--- src/hw/atts_consts.svh ---
/*
  Register offsets, field positions, reset values and widths for the
  adaptive threshold timeout and setup block.
  Assumes inclusion by bare name from every design file that needs it.
*/
`ifndef ATTS_CONSTS_SVH
`define ATTS_CONSTS_SVH

// ----------------------------------------------------------------
// Register pointers
// ----------------------------------------------------------------
`define ATTS_TMO1_ADDR     8'h0a
`define ATTS_SETUP1_ADDR   8'h0b
`define ATTS_TMO2_ADDR     8'h0d
`define ATTS_SETUP2_ADDR   8'h0e

// ----------------------------------------------------------------
// Reset values
// ----------------------------------------------------------------
`define ATTS_TMO_RST       8'h86
`define ATTS_SETUP_RST     8'h0b

// ----------------------------------------------------------------
// Field positions
// ----------------------------------------------------------------
`define ATTS_APR_HI        7
`define ATTS_APR_LO        4
`define ATTS_REC_HI        3
`define ATTS_REC_LO        0
`define ATTS_SPAN_HI       7
`define ATTS_SPAN_LO       6
`define ATTS_HYST_BIT      4
`define ATTS_SETTLE_HI     3
`define ATTS_SETTLE_LO     0

// ----------------------------------------------------------------
// Widths
// ----------------------------------------------------------------
`define ATTS_CNT_W         16
`define ATTS_FRAC_W        16
`define ATTS_AVG_W         28

`endif

--- src/hw/atts_pkg.sv ---
/*
  Types shared by the adaptive threshold timeout and setup block.
  Assumes nothing of its surroundings.
*/
package atts_pkg;

  // Comparator mode of the output comparator
  typedef enum logic [1:0] {
    ATTS_CMP_POS,
    ATTS_CMP_NEG,
    ATTS_CMP_WIN
  } atts_cmp_e;

  typedef logic [11:0] atts_data_t;
  typedef logic [7:0]  atts_byte_t;
  typedef logic [3:0]  atts_exp_t;

endpackage

--- src/hw/atts_expiry_cnt.sv ---
/*
  One timeout counter, counted in finished conversions.
  Assumes conv_done is a one-cycle pulse per conversion of its channel.
*/
`timescale 1ns/10ps
`include "atts_consts.svh"

module atts_expiry_cnt
  import atts_pkg::*;
(
  // Clock and reset
  input  wire logic                     mclk,
  input  wire logic                     sys_rst,
  // Control
  input  wire logic                     conv_done,
  input  wire logic                     run,
  input  wire logic                     enable,
  input  wire logic                     clear,
  input  wire atts_pkg::atts_exp_t      expiry_exp,
  // Status
  output logic                          expired,
  output logic [`ATTS_CNT_W-1:0]        count
);

  logic [`ATTS_CNT_W-1:0] cnt_r;
  logic [`ATTS_CNT_W-1:0] cnt_nxt;
  logic [`ATTS_CNT_W-1:0] cnt_inc;
  logic [`ATTS_CNT_W-1:0] target;

  always_comb
  begin
    cnt_inc = cnt_r + 16'h0001;
    target  = 16'h0001 << expiry_exp;
    // Greater-or-equal so a lowered exponent still expires at once
    expired = conv_done & run & enable & (cnt_inc >= target);
    cnt_nxt = cnt_r;
    if (clear | ~enable)
      cnt_nxt = '0;
    else if (conv_done)
    begin
      if (run & ~expired)
        cnt_nxt = cnt_inc;
      else
        cnt_nxt = '0;
    end
  end

  always_ff @(posedge mclk)
  begin
    if (sys_rst)
      cnt_r <= '0;
    else
      cnt_r <= cnt_nxt;
  end

  assign count = cnt_r;

endmodule

--- src/hw/atts_top.sv ---
/*
  Adaptive threshold timeout and setup logic for two channels: timeout and
  setup registers, running data average, timeout expiry and range decode.
  Assumes the serial interface delivers one-cycle register strobes and the
  converter delivers one-cycle done pulses with 12-bit results.
*/
// Notes on behaviour
// - Timeouts act only in adaptive threshold mode
// - Approaching count starts on crossing toward threshold
// - Approaching expires at two to upper nibble
// - Receding count starts crossing away, positive/negative
// - Window mode never uses receding timeout
// - Receding expires at two to lower nibble
// - Expiry loads average with newest result
// - Zero timeout register disables both timeouts
// - Timeout registers reset to 0x86
// - Setup registers reset to 0x0b
// - Range bits select auto offset step
// - Average moves by difference over two-power
// - Setup bit 4 disables adaptive hysteresis
`timescale 1ns/10ps
`include "atts_consts.svh"

module atts_top
  import atts_pkg::*;
(
  // Clock and reset
  input  wire logic                     mclk,
  input  wire logic                     sys_rst,
  // Register port from the serial interface
  input  wire logic                     reg_wr,
  input  wire logic                     reg_rd,
  input  wire logic [7:0]               reg_addr,
  input  wire logic [7:0]               reg_wdata,
  output logic [7:0]                    reg_rdata,
  // Mode from the configuration register
  input  wire logic                     thr_fixed,
  input  wire atts_pkg::atts_cmp_e      cmp_mode,
  // Conversion results and sensitivity per channel
  input  wire logic [1:0]               conv_done,
  input  wire atts_pkg::atts_data_t     conv_data [2],
  input  wire atts_pkg::atts_byte_t     sens [2],
  // Per-channel results
  output logic [15:0]                   data_average [2],
  output logic [1:0]                    input_span_sel [2],
  output logic [3:0]                    offset_cap_dac_step [2],
  output logic [1:0]                    hyst_enable,
  output logic [1:0]                    timeout_forced
);
  import atts_pkg::*;

  logic [7:0] setup_q [2];
  logic [7:0] tmo_q   [2];

  // ----------------------------------------------------------------
  // Per-channel registers, average and timeouts
  // ----------------------------------------------------------------
  genvar ch;
  generate
    for (ch = 0; ch < 2; ch++)
    begin : g_ch
      localparam logic [7:0] SETUP_ADDR = (ch == 0) ? `ATTS_SETUP1_ADDR : `ATTS_SETUP2_ADDR;
      localparam logic [7:0] TMO_ADDR   = (ch == 0) ? `ATTS_TMO1_ADDR : `ATTS_TMO2_ADDR;

      logic [7:0]             setup_r;
      logic [7:0]             setup_nxt;
      logic [7:0]             tmo_r;
      logic [7:0]             tmo_nxt;
      logic [`ATTS_AVG_W-1:0] avg_r;
      logic [`ATTS_AVG_W-1:0] avg_nxt;
      logic [15:0]            avg_out_r;
      logic [15:0]            avg_out_nxt;
      logic [11:0]            avg12;
      logic                   above;
      logic                   below;
      logic                   apr_run;
      logic                   rec_run;
      logic                   tmo_en;
      logic                   apr_exp;
      logic                   rec_exp;
      logic                   force_avg;
      logic [`ATTS_CNT_W-1:0] apr_cnt;
      logic [`ATTS_CNT_W-1:0] rec_cnt;
      logic signed [28:0]     diff;
      logic signed [28:0]     step;
      logic signed [28:0]     sum;
      logic [4:0]             shamt;

      always_comb
      begin
        setup_nxt = setup_r;
        tmo_nxt   = tmo_r;
        if (reg_wr && reg_addr == SETUP_ADDR)
          setup_nxt = reg_wdata;
        if (reg_wr && reg_addr == TMO_ADDR)
          tmo_nxt = reg_wdata;
      end

      always_comb
      begin
        avg12   = avg_r[`ATTS_AVG_W-1:`ATTS_FRAC_W];
        above   = (conv_data[ch] > avg12) && ((conv_data[ch] - avg12) > {4'h0, sens[ch]});
        below   = (avg12 > conv_data[ch]) && ((avg12 - conv_data[ch]) > {4'h0, sens[ch]});
        tmo_en  = ~thr_fixed && (tmo_r != 8'h00);
        // Direction of the crossing depends on the comparator mode
        case (cmp_mode)
          ATTS_CMP_POS:
          begin
            apr_run = above;
            rec_run = below;
          end
          ATTS_CMP_NEG:
          begin
            apr_run = below;
            rec_run = above;
          end
          ATTS_CMP_WIN:
          begin
            apr_run = above | below;
            rec_run = 1'b0;
          end
          default:
          begin
            apr_run = 1'b0;
            rec_run = 1'b0;
          end
        endcase
      end

      atts_expiry_cnt u_apr (
        .mclk       (mclk),
        .sys_rst    (sys_rst),
        .conv_done  (conv_done[ch]),
        .run        (apr_run),
        .enable     (tmo_en),
        .clear      (rec_exp),
        .expiry_exp (tmo_r[`ATTS_APR_HI:`ATTS_APR_LO]),
        .expired    (apr_exp),
        .count      (apr_cnt)
      );

      atts_expiry_cnt u_rec (
        .mclk       (mclk),
        .sys_rst    (sys_rst),
        .conv_done  (conv_done[ch]),
        .run        (rec_run),
        .enable     (tmo_en),
        .clear      (apr_exp),
        .expiry_exp (tmo_r[`ATTS_REC_HI:`ATTS_REC_LO]),
        .expired    (rec_exp),
        .count      (rec_cnt)
      );

      always_comb
      begin
        force_avg = apr_exp | rec_exp;
        shamt     = {1'b0, setup_r[`ATTS_SETTLE_HI:`ATTS_SETTLE_LO]} + 5'h01;
        diff      = $signed({1'b0, conv_data[ch], 16'h0000}) - $signed({1'b0, avg_r});
        step      = diff >>> shamt;
        sum       = $signed({1'b0, avg_r}) + step;
        avg_nxt   = avg_r;
        if (conv_done[ch])
        begin
          if (force_avg)
            avg_nxt = {conv_data[ch], 16'h0000};
          else
            avg_nxt = sum[`ATTS_AVG_W-1:0];
        end
        avg_out_nxt = {avg_nxt[`ATTS_AVG_W-1:`ATTS_FRAC_W], 4'h0};
      end

      always_ff @(posedge mclk)
      begin
        if (sys_rst)
        begin
          setup_r   <= `ATTS_SETUP_RST;
          tmo_r     <= `ATTS_TMO_RST;
          avg_r     <= '0;
          avg_out_r <= '0;
        end
        else
        begin
          setup_r   <= setup_nxt;
          tmo_r     <= tmo_nxt;
          avg_r     <= avg_nxt;
          avg_out_r <= avg_out_nxt;
        end
      end

      always_comb
      begin
        setup_q[ch]             = setup_r;
        tmo_q[ch]               = tmo_r;
        data_average[ch]        = avg_out_r;
        timeout_forced[ch]      = conv_done[ch] & force_avg;
        input_span_sel[ch]      = setup_r[`ATTS_SPAN_HI:`ATTS_SPAN_LO];
        hyst_enable[ch]         = ~thr_fixed & ~setup_r[`ATTS_HYST_BIT];
        case (setup_r[`ATTS_SPAN_HI:`ATTS_SPAN_LO])
          2'h0:    offset_cap_dac_step[ch] = 4'h4;
          2'h1:    offset_cap_dac_step[ch] = 4'h1;
          2'h2:    offset_cap_dac_step[ch] = 4'h2;
          default: offset_cap_dac_step[ch] = 4'h8;
        endcase
      end

    end
  endgenerate

  // ----------------------------------------------------------------
  // Register read
  // ----------------------------------------------------------------
  logic [7:0] rdata_r;
  logic [7:0] rdata_nxt;

  always_comb
  begin
    rdata_nxt = rdata_r;
    if (reg_rd)
    begin
      case (reg_addr)
        `ATTS_SETUP1_ADDR: rdata_nxt = setup_q[0];
        `ATTS_SETUP2_ADDR: rdata_nxt = setup_q[1];
        `ATTS_TMO1_ADDR:   rdata_nxt = tmo_q[0];
        `ATTS_TMO2_ADDR:   rdata_nxt = tmo_q[1];
        default:           rdata_nxt = 8'h00;
      endcase
    end
  end

  always_ff @(posedge mclk)
  begin
    if (sys_rst)
      rdata_r <= 8'h00;
    else
      rdata_r <= rdata_nxt;
  end

  assign reg_rdata = rdata_r;

endmodule

--- config.mk ---
export PLATFORM = sky130hd
export DESIGN_NAME = atts_top
export DESIGN_NICKNAME = d
export VERILOG_FILES = /design/src/hw/atts_pkg.sv /design/src/hw/atts_expiry_cnt.sv /design/src/hw/atts_top.sv
export VERILOG_INCLUDE_DIRS = /design/src /design/src/hw
export SDC_FILE = /design/constraint.sdc
export NUM_CORES = 1
export LEC_CHECK = 0
export BUFFER_PORTS_ARGS = -buffer_cell sky130_fd_sc_hd__buf_4
export CAP_MARGIN = 10
export CORE_MARGIN = 10
export CORE_UTILIZATION = 45
export CTS_CLUSTER_DIAMETER = 150
export DETAILED_ROUTE_END_ITERATION = 10
export SLEW_MARGIN = 15
export SYNTH_ARGS = -nofsm -noshare
export SYNTH_HDL_FRONTEND = slang
export SYNTH_SLANG_ARGS = --single-unit
--- constraint.sdc ---
create_clock -name mclk -period 8 [get_ports mclk]
set_input_delay 0.8 -clock mclk [delete_from_list [all_inputs] [get_ports mclk]]
set_output_delay 0.8 -clock mclk [all_outputs]
set_load 0.02 [all_outputs]
Word-level counts from Yosys, hierarchy flattened
Cells that the tools add are included.

word-level totals
  register bits after elaboration = 168
  input port bits = 65
  word-level logic and storage cells = 128

cells by class
  $add $sub $neg = 14
  magnitude comparators = 12
  eq/ne operators = 10
  shift-type cells = 6
  mux-type cells = 15
  bitwise operators = 37
  reductions and logical operators = 19

operators with widths
  cell                   number
  $mux 28                4
  $add 16x1->16 const B  4
  $ge 16x16->1           4
  $mux 16                4
  $shl 1x4->16 const A   4
  $sshr 29x5->28         2
  $sub 28x28->29         2
  $add 28x28->28         2
  $gt 12x12->1           4
  $gt 12x8->1            4
  $sub 12x12->12         4
  $eq 8x4->1 const B     4
  $pmux 8 s4             1
  $pmux 4 s3             2
  $and 1x1->1            20
  $reduce_bool 8->1      2
  $add 4x1->5 const B    2
  $logic_and 1x1->1      10
  $not 1->1              9
  $or 1x1->1             8
  $reduce_or 2->1        4
  $eq 2x1->1 const B     3
  $eq 2x2->1 const B     3
  $logic_not 2->1        3
  2 further kinds        4

Depth between registers and ports, before layout
  depth after elaboration = 11
  gate-level depth with buffers = 27
  mapped depth without buffers = 25

Cells and area by module
A second synthesis with hierarchy kept.

second synthesis, totals
  cell total of the unflattened synthesis = 2778
  area total of the unflattened synthesis = 20813.7 sq um

modules (own cells, without submodules)
  module           times used  cells each  area an instance (sq um)  seq. area each (sq um)
  atts_top         1           2090        14828.0                   1921.8
  atts_expiry_cnt  4           172         1496.4                    320.3

Least setup slack after synthesis
Ideal clock, no wire load.

  path type = input to register
  start = input conv_data[4] (netlist bit)
  end = register g_ch[1].avg_r[26]
  setup time = 0.143 ns
  arrival time = 5.691 ns
  required time = 7.857 ns
  path slack = 2.166 ns
  stages on the path = 27
  path through = inv_1 -> ha_1 -> clkbuf_1 -> clkbuf_1 -> nand2_1 -> o21ai_0 -> a21oi_1 -> a21o_1 -> a211oi_1 -> o22ai_1 -> mux4_2 -> o211ai_1 -> o21ai_0 -> o21ai_0 -> ha_1 -> inv_1 -> fa_1 -> nor2b_1 -> o31ai_1 -> a211oi_1 -> o21ai_0 -> a21oi_1 -> o211ai_1 -> a21oi_1 -> nor4b_1 -> a2111oi_0 -> a2111oi_0

between the ends
  word-level cells in the longest chain between the ends = 11
  elaborated cells on any way between the ends = 23
  those cells by class = add/sub: 4; order compare: 4; shift: 1; mux: 4; bitwise: 8; reduce/logical: 2

ends and longest elaborated chain
  element                                                                 line             text
  start: declaration                                                      atts_top.sv:41   input wire atts_pkg::atts_data_t conv_data [2],
  parallel branches: the longest is 9 deep, another holds $sub 28x28->29  -
  $mux 28 (*)                                                             atts_top.sv:164  if (force_avg)
  $mux 28 (*)                                                             atts_top.sv:162  if (conv_done[ch])
  end signal: assignment                                                  atts_top.sv:185  avg_r <= avg_nxt;
  end: declaration                                                        atts_top.sv:69   logic [`ATTS_AVG_W-1:0] avg_r;

Mark *: on every way between the ends.
A chain may end at the register's enable or synchronous reset.

Worst setup path in the final report
  start = register g_ch[0].avg_r[2]
  end = register g_ch[0].avg_r[16]

between the ends
  word-level cells in the longest chain between the ends = 5

ends and longest elaborated chain
  element                   line             text
  start: declaration        atts_top.sv:69
  start signal: assignment  atts_top.sv:185
  $sub 28x28->29            atts_top.sv:158  diff = $signed({1'b0, conv_data[ch], 16'h0000}) - $signed({1'b0, avg_r});
  $sshr 29x5->28            atts_top.sv:159  step = diff >>> shamt;
  $add 28x28->28 (*)        atts_top.sv:160  sum = $signed({1'b0, avg_r}) + step;
  $mux 28 (*)               atts_top.sv:164
  $mux 28 (*)               atts_top.sv:162

Every way passes the cells marked *; elsewhere a longest branch is shown, timed or not.

==> results.py <==
metrics = {
    "clock_tree": {
        "cts_resized": 0,
        "ctsLongestPathBuffers": 2,
        "cts_setup_buffers": 0,
        "h-tree-depth": 4,
        "cts_made_buffers": 17,
        "clkTransAtPathRegs_ps": 80,
        "insertion_delay_ps": 510,
        "tritoncts": "built",
        "clock-sinks": 160,
        "postCtsHoldBufs": 0,
        "cts-root-buf": "clkbuf_16",
    },
    "final_layout": {
        "multi_input_area_sq_um": 16200,
        "fin_nets": 3166,
        "final_common_cell": "nand2_1",
        "drive_above_1_share": 0.0860,
        "area_growth_pct": 7.45,
        "final_util": 0.490,
        "layout_common_cells": "nand2_1, a21oi_1, nor2_1",
        "fillers": 4591,
        "seq_area_sq_um": 3210,
        "stdcell_count": 3497,
    },
    "global_routing": {
        "antenna_found_initial": 1,
        "grtUsageTotal": 0.241,
        "grt_start_max_net_pins": 61,
        "grt_pass1_vias": 20500,
        "grt-ovfl-total": 0,
        "grt_pass1_wl_microns": 111000,
    },
    "synth": {
        "yosys.area.top_type": "dfxtp_1",
        "synth-simple-area-share": 0.254,
        "synth_top_family_by_area": "compound AO/OA/AOI/OAI gates",
        "synth-compound-area-share": 0.281,
        "synth_xor_xnor_area_share": 0.0602,
        "synth_flop_cell": "dfxtp_1",
        "synthMuxAreaShare": 0.0490,
        "synth_top_area_frac": 0.154,
        "synth_fa_ha_area_frac": 0.133,
        "synthCells": 2933,
        "avgSynthCellArea_sq_um": 7.09,
        "seq_area_frac_synth": 0.154,
        "synth_edf_count": 0,
        "async_flop_share": 0,
        "syn-cell-area_sq_um": 20800,
        "ys.warnings.count": 0,
        "synthDistinctLibCells": 90,
        "synth_area_leaders": "dfxtp_1, ha_1, a21oi_1",
        "synth_seq_cells": 160,
    },
    "sta": {
        "setup_viol": 0,
        "max_clock_freq_mhz": 145,
        "setup_tns_ps": 0,
        "final-max-slew-violation-count": 0,
        "period_share": 0.861,
        "rsz0062_at_grt": "no",
        "period_needed_ps": 6890,
        "tightest_slew_ps": 1170,
        "finClkSkew_ps": 12.6,
        "final_hold_viol_count": 0,
        "maxSlewHeadroom": 0.221,
    },
    "setup_path": {
        "path_cells": "or3_1 -> nor3_1 -> a31oi_1 -> o21ai_2 -> nor4_1 -> a311oi_2 -> o21ai_0 -> a222oi_1 -> a21oi_1 -> mux2_2 -> fa_1 -> nor2b_1 -> o21ai_0 -> a21oi_1 -> o21ai_0 -> o21ai_0 -> a21oi_1 -> o21ai_0 -> xnor2_1 -> or3_1 -> a21oi_1",
        "worstPathRequired_ps": 8430,
        "startpoint_type": "register",
        "worst-path-max-fanout": 11,
        "critPathTopFamily": "compound AO/OA/AOI/OAI gates",
        "critPathBufInv": 0,
        "cp-end-kind": "register",
        "critical_path_class": "register to register",
        "slowest_delay_ps": 780,
        "critical-path-slowest-cell": "o21ai_0",
        "cp.arrival_ps": 7320,
        "crit_path_frequent_cell": "o21ai_0",
    },
    "die": {
        "dieHeight_microns": 235,
        "core_area_sq_um": 45600,
        "rows": 78,
        "die_width_microns": 235,
        "die_area_sq_um": 55200,
        "pin_count": 121,
        "initial_core_util": 0.456,
    },
    "power": {
        "leakage_nw": 9.66,
        "p_sw_w": 0.00406,
        "p_per_area_nw_per_um2": 346,
        "p_seq_frac": 0.147,
        "pwr-share-clk": 0.124,
        "p_comb_frac": 0.729,
        "peakVddDrop_mv": 0.219,
        "p_int_w": 0.00367,
        "switching_share": 0.526,
    },
    "drt": {
        "vias": 21700,
        "vias_per_cell": 6.20,
        "drtAntennaViolNets": 0,
        "drcViolationCount": 0,
        "wl_per_cell_microns": 20.0,
        "drt-pass1-iter-count": 6,
        "initialDrtViolationCount": 1835,
        "wirelength_microns": 69800,
    },
    "placement": {
        "gp_congestion": 0.939,
        "dpl.cell_count": 3464,
        "dpl.hpwl_microns": 53400,
        "port_buffers": 112,
    },
    "hold_path": {
        "hp-class": "register to register",
    },
    "job": {
        "max_cap_violations": 0,
    },
    "run_status": {
        "outcome": "finished clean",
    },
}
## routing by layer
| layer | track usage | up-vias | share of wire |
|---|---|---|---|
| met5 | 0 | - | 0 |
| met4 | 0.0963 | 0 | 0.034 |
| met3 | 0.0429 | 135 | 0.060 |
| met2 | 0.393 | 731 | 0.46 |
| met1 | 0.308 | 10300 | 0.45 |
| li1 | - | 10600 | - |
## final cells by class
class,instances,share of cell area
diodes,1,0.000112
clock buffers,20,0.0204
clock inverters,12,0.00823
inverters,124,0.0208
multi-input cells,2442,0.727
flip-flops and latches,160,0.143
well taps,600,0.0336
repair buffers,138,0.0464
## Yosys cell counts, types with 19 or more instances
master and n:
nand2_1 306, a21oi_1 279, nor2_1 226, ha_1 212
dfxtp_1 160, o21ai_0 160, nand3_1 154, clkbuf_1 153
inv_1 121, xnor2_1 87, nor2b_1 75, a21o_1 73
nor3_1 69, mux2i_1 68, xor2_1 56, a211oi_1 55
and3_1 38, a22oi_1 37, buf_4 37, nand2b_1 35
o211ai_1 35, or3_1 33, nand4_1 29, o21a_1 29
o22ai_1 25, a31oi_1 23, a2111oi_0 21, and2_1 21
o31ai_1 19
## kinds of logic after synthesis
family,count (synthesis)
simple gates,1080
other cells,1
compound gates,903
fa+ha+maj,218
xor+xnor,143
buf+inv,338
mux,90
flops,160
## state kept, by name (all words and copies together), names as in the netlist
register and cells:
g_ch.tmo_r 16, g_ch.u_apr.count 32, reg_rdata 8, g_ch.setup_r 16, g_ch.u_rec.count 32, g_ch.avg_r 56
## worst min-delay path, stage by stage, from the launching register on
cell and delay (ps):
dfxtp_1 310, nand2_1 50, a21oi_1 50
## path summary, 6_finish.rpt
check,from,to,slack (ps),cells past startpoint
setup / recovery,g_ch[0].avg_r[2],g_ch[0].avg_r[16],1110,21
hold / removal,g_ch[0].setup_r[5],g_ch[0].setup_r[5],460,2
setup reg to reg,g_ch[0].avg_r[2],g_ch[0].avg_r[16],1110,21
hold reg to reg,g_ch[0].setup_r[5],g_ch[0].setup_r[5],460,2
## power groups by stage
stage                     Clock [W]  Sequential, W  Combinational, W
after floorplan                   0        0.00104           0.00424
after global placement            0        0.00114           0.00545
after detailed placement          0        0.00115           0.00550
after CTS                  0.000974        0.00113           0.00554
after global routing        0.00100        0.00116           0.00620
final                      0.000958        0.00114           0.00564
## through the flow
stage	setup WS [ps]	instance area, sq um	hold WS [ps]	power (W)
finish	1110	22300	459	0.00773
global route	808	22300	474	0.00835
CTS	1300	22300	459	0.00765
global placement	1300	21700	447	0.00659
floorplan	2170	20800	436	0.00528
detailed placement	1100	21700	448	0.00665
No activity file was read; power rests on OpenSTA's default activity.
